### src/shared/fsp_consts.svh
// Purpose: constants of the flash self-programming sequencer (host side)
// Assumes: 100 MHz system clock
// Notes: control byte layout and patterns of the device's control register
`ifndef FSP_CONSTS_SVH
`define FSP_CONSTS_SVH

// control register bit positions
`define FSP_BIT_ENABLE 0
`define FSP_BIT_ERASE 1
`define FSP_BIT_WRITE 2
`define FSP_BIT_LOCKSEL 3
`define FSP_BIT_REEN 4
`define FSP_BIT_BUSY 6

// control register command patterns (don't-care top bit sent as zero)
`define FSP_PAT_LOAD 8'h01
`define FSP_PAT_ERASE 8'h03
`define FSP_PAT_WRITE 8'h05
`define FSP_PAT_LOCK 8'h09
`define FSP_PAT_REEN 8'h11
`define FSP_PAT_IDLE 8'h00

// z pointer values for lock and fuse reads
`define FSP_Z_FUSE_LO 16'h0000
`define FSP_Z_LOCK 16'h0001
`define FSP_Z_FUSE_HI 16'h0003
`define FSP_Z_ZERO 16'h0000

// lock write data: bits 7,6,1,0 held at one around the 4 boot lock bits
`define FSP_LOCK_PAD_HI 2'b11
`define FSP_LOCK_PAD_LO 2'b11

// page geometry: 32 words a page, 128 pages
`define FSP_WORD_BITS 5
`define FSP_PAGE_BITS 7

// timing: longest programming operation and clock period
`define FSP_T_OP_MAX_NS 4500000
`define FSP_CLK_PERIOD_NS 10
`define FSP_TMR_WIDTH 20

`endif

### src/shared/fsp_pkg.sv
// Purpose: types of the flash self-programming sequencer
// Assumes: nothing beyond the constants header
// Notes: types only, constants live in fsp_consts.svh
package fsp_pkg;

  // user operations
  typedef enum logic [2:0] {
    FSP_OP_LOAD = 3'b000,
    FSP_OP_ERASE = 3'b001,
    FSP_OP_WRITE = 3'b010,
    FSP_OP_REEN = 3'b011,
    FSP_OP_LOCK = 3'b100,
    FSP_OP_RD_LOCK = 3'b101,
    FSP_OP_RD_FLO = 3'b110,
    FSP_OP_RD_FHI = 3'b111
  } fsp_op_t;

  // sequencer states
  typedef enum logic [2:0] {
    FSP_ST_IDLE = 3'b000,
    FSP_ST_POLL = 3'b001,
    FSP_ST_EEWAIT = 3'b010,
    FSP_ST_STROBE = 3'b011,
    FSP_ST_OPWAIT = 3'b100,
    FSP_ST_RDLAT = 3'b101,
    FSP_ST_RDCAP = 3'b110
  } fsp_state_t;

endpackage

### src/shared/fsp_tmr_if.sv
// Purpose: link between the sequencer and its timeout counter
// Assumes: one clock domain
// Notes: start is a one-cycle pulse, expired a level
`timescale 1ns/1ns
interface fsp_tmr_if;
  logic start;
  logic expired;
  modport ctl (output start, input expired);
  modport tmr (input start, output expired);
endinterface

### src/design/fsp_host.sv
// Purpose: host sequencer driving a flash self-programming engine
// Assumes: device pins synchronous to clk_sys; lpm data valid the cycle after lpm_strobe
// Notes: each device access is one control write then the strobe on the next cycle
`timescale 1ns/1ns
`include "fsp_consts.svh"
module fsp_host #(
  parameter int PAGE_BITS = `FSP_PAGE_BITS,
  parameter int WORD_BITS = `FSP_WORD_BITS,
  parameter int OP_TIMEOUT = `FSP_T_OP_MAX_NS / `FSP_CLK_PERIOD_NS
) (
  // clock, reset, enable
  input wire logic clk_sys,
  input wire logic nrst,
  input wire logic ce,
  // user command port
  input wire logic cmd_valid,
  input wire fsp_pkg::fsp_op_t cmd_op,
  input wire logic [PAGE_BITS-1:0] cmd_page,
  input wire logic [WORD_BITS-1:0] cmd_word,
  input wire logic [15:0] cmd_data,
  input wire logic [3:0] cmd_lock,
  input wire logic lost_clr,
  // user answer port
  output logic cmd_busy,
  output logic rsp_done,
  output logic rsp_err,
  output logic [7:0] rsp_data,
  output logic buf_lost,
  // device pins
  output logic ctrl_wr,
  output logic [7:0] ctrl_wdata,
  output logic spm_strobe,
  output logic lpm_strobe,
  output logic [15:0] z_ptr,
  output logic [15:0] r1r0,
  input wire logic [7:0] ctrl_rdata,
  input wire logic [7:0] lpm_rdata,
  input wire logic eeprom_write_active
);

  localparam int NWORDS = 1 << WORD_BITS;

  // z pointer from page and word; low byte-select bit stays zero
  function automatic logic [15:0] make_z(input logic [PAGE_BITS-1:0] pg, input logic [WORD_BITS-1:0] wd);
    logic [31:0] full;
    full = (32'(pg) << (WORD_BITS + 1)) | (32'(wd) << 1);
    return full[15:0];
  endfunction

  fsp_tmr_if tif();

  fsp_timer #(
    .WIDTH(`FSP_TMR_WIDTH),
    .LIMIT(`FSP_TMR_WIDTH'(OP_TIMEOUT))
  ) u_timer (
    .clk_sys(clk_sys),
    .nrst(nrst),
    .ce(ce),
    .tif(tif)
  );

  fsp_pkg::fsp_state_t state, next_state;
  fsp_pkg::fsp_op_t op, next_op;
  logic [7:0] pattern, next_pattern;
  logic [NWORDS-1:0] loaded, next_loaded;
  logic next_cmd_busy, next_rsp_done, next_rsp_err, next_buf_lost;
  logic [7:0] next_rsp_data, next_ctrl_wdata;
  logic next_ctrl_wr, next_spm_strobe, next_lpm_strobe;
  logic [15:0] next_z_ptr, next_r1r0;
  logic tmr_start;
  logic is_read;
  logic dev_enable, dev_busy;

  assign dev_enable = ctrl_rdata[`FSP_BIT_ENABLE];
  assign dev_busy = ctrl_rdata[`FSP_BIT_BUSY];
  assign is_read = (op == fsp_pkg::FSP_OP_RD_LOCK) || (op == fsp_pkg::FSP_OP_RD_FLO) ||
                   (op == fsp_pkg::FSP_OP_RD_FHI);
  assign tif.start = tmr_start;

  ////////////////////////////////////////////////////////////////////////
  // sequencer: accept, poll, eeprom check, control write, strobe, wait
  always_comb begin
    next_state = state;
    next_op = op;
    next_pattern = pattern;
    next_loaded = loaded;
    next_cmd_busy = cmd_busy;
    next_rsp_done = 1'b0;
    next_rsp_err = rsp_err;
    next_rsp_data = rsp_data;
    next_buf_lost = buf_lost;
    next_ctrl_wr = 1'b0;
    next_ctrl_wdata = ctrl_wdata;
    next_spm_strobe = 1'b0;
    next_lpm_strobe = 1'b0;
    next_z_ptr = z_ptr;
    next_r1r0 = r1r0;
    tmr_start = 1'b0;

    // lost-flag clear by user; an eeprom loss in the same cycle wins
    if (lost_clr) begin
      next_buf_lost = 1'b0;
    end
    if (eeprom_write_active && (loaded != '0)) begin
      next_loaded = '0;
      next_buf_lost = 1'b1;
    end

    unique case (state)
      fsp_pkg::FSP_ST_IDLE: begin
        if (cmd_valid) begin
          next_op = cmd_op;
          next_cmd_busy = 1'b1;
          next_rsp_err = 1'b0;
          next_r1r0 = 16'h0000;
          next_state = fsp_pkg::FSP_ST_POLL;
          tmr_start = 1'b1;
          unique case (cmd_op)
            fsp_pkg::FSP_OP_LOAD: begin
              next_pattern = `FSP_PAT_LOAD;
              next_z_ptr = make_z('0, cmd_word);
              next_r1r0 = cmd_data;
              if (loaded[cmd_word]) begin
                // second load of one word would corrupt it: refuse
                next_rsp_err = 1'b1;
                next_rsp_done = 1'b1;
                next_cmd_busy = 1'b0;
                next_state = fsp_pkg::FSP_ST_IDLE;
              end
            end
            fsp_pkg::FSP_OP_ERASE: begin
              next_pattern = `FSP_PAT_ERASE;
              next_z_ptr = make_z(cmd_page, '0);
            end
            fsp_pkg::FSP_OP_WRITE: begin
              next_pattern = `FSP_PAT_WRITE;
              next_z_ptr = make_z(cmd_page, '0);
            end
            fsp_pkg::FSP_OP_REEN: begin
              next_pattern = `FSP_PAT_REEN;
              next_z_ptr = `FSP_Z_ZERO;
            end
            fsp_pkg::FSP_OP_LOCK: begin
              next_pattern = `FSP_PAT_LOCK;
              next_z_ptr = `FSP_Z_LOCK;
              next_r1r0 = {8'h00, `FSP_LOCK_PAD_HI, cmd_lock, `FSP_LOCK_PAD_LO};
            end
            fsp_pkg::FSP_OP_RD_LOCK: begin
              next_pattern = `FSP_PAT_LOCK;
              next_z_ptr = `FSP_Z_LOCK;
            end
            fsp_pkg::FSP_OP_RD_FLO: begin
              next_pattern = `FSP_PAT_LOCK;
              next_z_ptr = `FSP_Z_FUSE_LO;
            end
            fsp_pkg::FSP_OP_RD_FHI: begin
              next_pattern = `FSP_PAT_LOCK;
              next_z_ptr = `FSP_Z_FUSE_HI;
            end
          endcase
        end
      end
      // previous operation must be finished before a new control write
      fsp_pkg::FSP_ST_POLL: begin
        if (!dev_enable) begin
          next_state = fsp_pkg::FSP_ST_EEWAIT;
        end else if (tif.expired) begin
          next_rsp_err = 1'b1;
          next_rsp_done = 1'b1;
          next_cmd_busy = 1'b0;
          next_state = fsp_pkg::FSP_ST_IDLE;
        end
      end
      // eeprom writes block programming and fuse reads, so wait them out
      fsp_pkg::FSP_ST_EEWAIT: begin
        if (!eeprom_write_active) begin
          next_ctrl_wr = 1'b1;
          next_ctrl_wdata = pattern;
          next_state = fsp_pkg::FSP_ST_STROBE;
        end
      end
      // strobe on the cycle after the control write: no gap for anything
      fsp_pkg::FSP_ST_STROBE: begin
        tmr_start = 1'b1;
        if (is_read) begin
          next_lpm_strobe = 1'b1;
          next_state = fsp_pkg::FSP_ST_RDLAT;
        end else begin
          next_spm_strobe = 1'b1;
          next_state = fsp_pkg::FSP_ST_OPWAIT;
          if (op == fsp_pkg::FSP_OP_LOAD) begin
            next_loaded[z_ptr[WORD_BITS:1]] = 1'b1;
          end
          if ((op == fsp_pkg::FSP_OP_WRITE) || (op == fsp_pkg::FSP_OP_REEN)) begin
            next_loaded = '0;
          end
        end
      end
      // enable held during the op; busy must also drop after re-enable
      fsp_pkg::FSP_ST_OPWAIT: begin
        if (!dev_enable && !(op == fsp_pkg::FSP_OP_REEN && dev_busy)) begin
          next_rsp_done = 1'b1;
          next_cmd_busy = 1'b0;
          next_state = fsp_pkg::FSP_ST_IDLE;
        end else if (tif.expired) begin
          next_rsp_err = 1'b1;
          next_rsp_done = 1'b1;
          next_cmd_busy = 1'b0;
          next_state = fsp_pkg::FSP_ST_IDLE;
        end
      end
      fsp_pkg::FSP_ST_RDLAT: begin
        next_state = fsp_pkg::FSP_ST_RDCAP;
      end
      // read byte raw: zero means programmed
      fsp_pkg::FSP_ST_RDCAP: begin
        next_rsp_data = lpm_rdata;
        next_rsp_done = 1'b1;
        next_cmd_busy = 1'b0;
        next_state = fsp_pkg::FSP_ST_IDLE;
      end
      default: begin
        next_cmd_busy = 1'b0;
        next_state = fsp_pkg::FSP_ST_IDLE;
      end
    endcase
  end

  // registers; clock enable freezes everything
  always_ff @(posedge clk_sys or negedge nrst) begin
    if (!nrst) begin
      state <= fsp_pkg::FSP_ST_IDLE;
      op <= fsp_pkg::FSP_OP_LOAD;
      pattern <= `FSP_PAT_IDLE;
      loaded <= '0;
      cmd_busy <= 1'b0;
      rsp_done <= 1'b0;
      rsp_err <= 1'b0;
      rsp_data <= 8'h00;
      buf_lost <= 1'b0;
      ctrl_wr <= 1'b0;
      ctrl_wdata <= `FSP_PAT_IDLE;
      spm_strobe <= 1'b0;
      lpm_strobe <= 1'b0;
      z_ptr <= `FSP_Z_ZERO;
      r1r0 <= 16'h0000;
    end else if (ce) begin
      state <= next_state;
      op <= next_op;
      pattern <= next_pattern;
      loaded <= next_loaded;
      cmd_busy <= next_cmd_busy;
      rsp_done <= next_rsp_done;
      rsp_err <= next_rsp_err;
      rsp_data <= next_rsp_data;
      buf_lost <= next_buf_lost;
      ctrl_wr <= next_ctrl_wr;
      ctrl_wdata <= next_ctrl_wdata;
      spm_strobe <= next_spm_strobe;
      lpm_strobe <= next_lpm_strobe;
      z_ptr <= next_z_ptr;
      r1r0 <= next_r1r0;
    end
  end

endmodule

### src/design/fsp_timer.sv
// Purpose: timeout counter for the sequencer's waits
// Assumes: start pulse reloads, clock enable freezes the count
// Notes: expired stays high until the next start
`timescale 1ns/1ns
`include "fsp_consts.svh"
module fsp_timer #(
  parameter int WIDTH = `FSP_TMR_WIDTH,
  parameter logic [WIDTH-1:0] LIMIT = 20'h6_DDD0
) (
  // clock and reset
  input wire logic clk_sys,
  input wire logic nrst,
  input wire logic ce,
  // control side
  fsp_tmr_if.tmr tif
);

  logic [WIDTH-1:0] count;
  logic [WIDTH-1:0] next_count;
  logic expired;
  logic next_expired;

  ////////////////////////////////////////////////////////////////////////
  // count down from the limit, latch expiry at zero
  always_comb begin
    next_count = count;
    next_expired = expired;
    if (tif.start) begin
      next_count = LIMIT;
      next_expired = 1'b0;
    end else if (count != '0) begin
      next_count = count - 1'b1;
    end else begin
      next_expired = 1'b1;
    end
  end

  always_ff @(posedge clk_sys or negedge nrst) begin
    if (!nrst) begin
      count <= '0;
      expired <= 1'b0;
    end else if (ce) begin
      count <= next_count;
      expired <= next_expired;
    end
  end

  assign tif.expired = expired;

endmodule

### config.mk
export PLATFORM = sky130hd
export DESIGN_NAME = fsp_host
export DESIGN_NICKNAME = d
export VERILOG_FILES = /design/src/shared/fsp_pkg.sv /design/src/shared/fsp_tmr_if.sv /design/src/design/fsp_host.sv /design/src/design/fsp_timer.sv
export VERILOG_INCLUDE_DIRS = /design/src /design/src/shared
export SDC_FILE = /design/constraint.sdc
export NUM_CORES = 1
export LEC_CHECK = 0
export BUFFER_PORTS_ARGS = -buffer_cell sky130_fd_sc_hd__buf_4
export CORE_MARGIN = 2
export CORE_UTILIZATION = 55
export DETAILED_ROUTE_END_ITERATION = 8
export PLACE_DENSITY_LB_ADDON = 0.12
export SLEW_MARGIN = 20
export SYNTH_ARGS = -nofsm -noshare
export SYNTH_HDL_FRONTEND = slang
export SYNTH_SLANG_ARGS = --single-unit
### constraint.sdc
create_clock -name clk_sys -period 2.7 [get_ports clk_sys]
set_clock_uncertainty 0.05 [all_clocks]
set_input_delay 0 -clock clk_sys [delete_from_list [all_inputs] [get_ports clk_sys]]
set_output_delay 0 -clock clk_sys [all_outputs]
set_load 0.02 [all_outputs]
==> results.tsv <==
stage	metric	value	unit
run_status	status	complete, no violations	
die	start_util	0.566	
setup_path	critPathMaxFanout	63	
layout	layout-drive-gt1-share	0.247	
timing	finalHoldViolCount	0	
power	p_leak	3.47	nW
timing	tns	0	ns
power	p_seq_frac	0.372	
synth	synth_area_leaders	dfrtp_1 51%, a22o_1 6.2%, nand2_1 4.5%, o21ai_0 4.0%, mux2i_1 3.8%	
die	die_h	104	um
placement	place_hpwl	8810	um
timing	slew_violations	0	
global_routing	grtUsageTotal	0.280	
timing	slew_headroom	0.531	
synth	synth_seq_area_share	0.511	
synth	yosysWarnings	0	
setup_path	cp_cell_sequence	nor2_1 -> nand3_2 -> buf_4 -> a22o_1 -> dlygate4sd3_1	
timing	min_period_over_period	0.911	
layout	syn_to_final_growth	37.0	%
power	power.internal	0.00420	W
synth	async_flop_share	1.00	
routing	initialDrtViolationCount	235	
routing	drtAntennaViolNets	0	
die	num_rows	36	
layout	nNetsFinal	766	
synth	synth.distinct_cells	58	
routing	routedWlPerCell	17.1	um
setup_path	required	3.05	ns
setup_path	crit_family	buffers and inverters	
clock_tree	cts_tree	yes	
setup_path	worstReg2RegEnd	z_ptr[7]	
setup_path	arrival	2.81	ns
clock_tree	cts.clk_slew.worst_paths	0.06	ns
placement	place_inst	757	
synth	ys_ff_latch	113	
power	comb_power_share	0.331	
clock_tree	cts_setup_buffers	0	
layout	stdcell_count	853	
run	drv_cap	0	
setup_path	r2r_setup_slack	0.24	ns
routing	remaining_drc_errors	0	
power	switching_share	0.352	
routing	via_per_inst	5.73	
synth	synth_area_per_cell	10.2	sq um
timing	final.min_clock_period	2.46	ns
clock_tree	cts_buffers	17	
setup_path	crit_path_start_kind	flip-flop	
clock_tree	cts_root_buf	clkbuf_8	
routing	num_vias	4887	
synth	synth_edf_count	0	
setup_path	worstSetupPathType	reg2reg	
global_routing	antenna_found_initial	0	
global_routing	first_global_vias	5044	
timing	rsz0062_at_grt	no	
timing	setup_viol	0	
power	clockPowerShare	0.297	
clock_tree	htreeDepth	4	
placement	preCtsSetupSlack	0.249	ns
layout	num_antenna_cells	0	
synth	syn_inst	543	
power	ir_drop	0.720	mV
setup_path	slowest_stage	dfrtp_1	
routing	drt_wl_total	14600	um
layout	nFillCells	591	
global_routing	grt_pass1_wl	24600	um
synth	netlist_top_cells_count	113 x dfrtp_1, 66 x nand2_1, 44 x o21ai_0	
power	pwr_density_cell	855	nW/um^2
timing	max_freq	406	MHz
setup_path	end_kind	flip-flop	
die	die-area	10900	sq um
timing	worst-slew-pin-transition	0.703	ns
routing	firstDrtPassIters	7	
global_routing	grt_max_degree	64	
die	core	9770	sq um
power	power.total	0.00648	W
setup_path	cp_num_cells	5	
synth	yosysMostFrequentCell	dfrtp_1	
clock_tree	cts_buffer_depth	2	
setup_path	regToRegStartpoint	state[0]	
placement	port_buffers	99	
synth	synth_area_leader_cell	dfrtp_1	
clock_tree	clock_sinks	113	
synth	synthFlopType	dfrtp_1	
setup_path	max_stage_delay	0.57	ns
die	ios	112	
placement	gp_congestion	0.838	
synth	synth_top_area_share	0.511	
timing	hold-worst-slack	0.0160	ns
clock_tree	clk_latency	0.52	ns
global_routing	grt_overflow	0	
synth	synth_area	5530	sq um
timing	worst_slack	0.240	ns
setup_path	crit_buf_inv	2	
hold_path	hold_path.class	in2async	
die	die_x	104	um
setup_path	worstRegToRegCells	5	
power	switchingPower	0.00228	W
==> metal layers <==
layer	wire [um]	global-route usage	up-vias
met4	212	0.0946	0
met5	0	0	-
li1	-	-	2291
met1	6300	0.370	2353
met3	993	0.0708	26
met2	7050	0.451	217
==> worst register-to-register path: cells and delay by family (launching register included) <==
family | cells | cell delay [ns]
and+or+nand+nor | 2 | 0.49
DFF | 1 | 0.57
AOI/OAI and AO/OA | 1 | 0.33
buffers and inverters | 2 | 0.89
==> area by class of cell <==
class / count / area (sq um) / area share
flip-flops and latches: 113 / 2830 / 0.373
repair buffers: 179 / 1520 / 0.200
multi-input cells: 384 / 2500 / 0.330
well taps: 133 / 166 / 0.0220
inverters: 12 / 45.0 / 0.00595
clock inverters: 11 / 65.1 / 0.00859
clock buffers: 21 / 449 / 0.0593
==> sequential cells by signal (all words and copies together) (netlist names) <==
signal               count
u_timer.tif.expired      1
loaded                  32
rsp_err                  1
r1r0                    16
cmd_busy                 1
rsp_data                 8
spm_strobe               1
state                    3
rsp_done                 1
lpm_strobe               1
ctrl_wr                  1
u_timer.count           20
buf_lost                 1
ctrl_wdata               5
op                       3
pattern                  5
z_ptr                   13
==> layout by cell type (no fill, tap or decap), types with 3 or more instances in the layout <==
master / instances
buf_4: 114
dfrtp_1: 113
nand2_1: 66
dlygate4sd3_1: 64
o21ai_0: 43
a22o_1: 39
nor2_1: 25
mux2i_1: 21
nor3_1: 19
mux2_2: 17
clkbuf_16: 16
nor4_1: 13
xor2_1: 13
inv_1: 12
a21oi_1: 12
nand2b_1: 12
nand3_1: 11
nor2b_1: 8
clkinv_2: 7
o31ai_1: 6
conb_1: 6
a22oi_1: 5
nand4_1: 5
or3_1: 4
o211ai_2: 4
clkinvlp_4: 4
and2_1: 3
or4_1: 3
o2111ai_1: 3
nand3b_1: 3
clkbuf_8: 3
==> logic make-up (layout without fill, tap and decap cells) <==
family                   count (synthesis)  after routing  share of synthesized area
AO/OA/AOI/OAI                          138            138                      0.178
adder cells (fa/ha/maj)                  2              2                    0.00453
AND/OR/NAND/NOR                        185            185                      0.167
buffers and inverters                   51            223                     0.0419
flip-flops                             113            113                      0.511
XOR/XNOR                                15             15                     0.0238
other                                    1              6                   0.000678
multiplexers                            38             38                     0.0726
==> stage by stage <==
stage                      util  area [sq um]
after detailed placement  0.656          6410
after global routing      0.775          7570
final                     0.775          7570
after global placement    0.656          6410
after CTS                 0.774          7570
after floorplan               -          5550
==> power groups by stage <==
stage	registers (W)	logic (W)	clock network [W]
finish	0.00241	0.00215	0.00192
global route	0.00246	0.00233	0.00204
CTS	0.00239	0.00210	0.00194
detailed placement	0.00240	0.00197	0
global placement	0.00238	0.00193	0
floorplan	0.00262	0.000937	0
==> worst max path at each step <==
stage | end | from
global placement | u_timer.count[7] | u_timer.count[14]
detailed placement | u_timer.count[8] | u_timer.count[14]
CTS | z_ptr[7] | state[0]
finish | z_ptr[7] | state[0]
global route | z_ptr[7] | state[0]
floorplan | u_timer.count[4] | u_timer.count[14]
==> what timing repair did <==
action,CTS,global route
setup endpoints to repair,0,5
hold buffers,64,0
gates resized for setup,0,1
endpoints found under the hold margin,155,0
No activity file was read; power rests on OpenSTA's default activity.
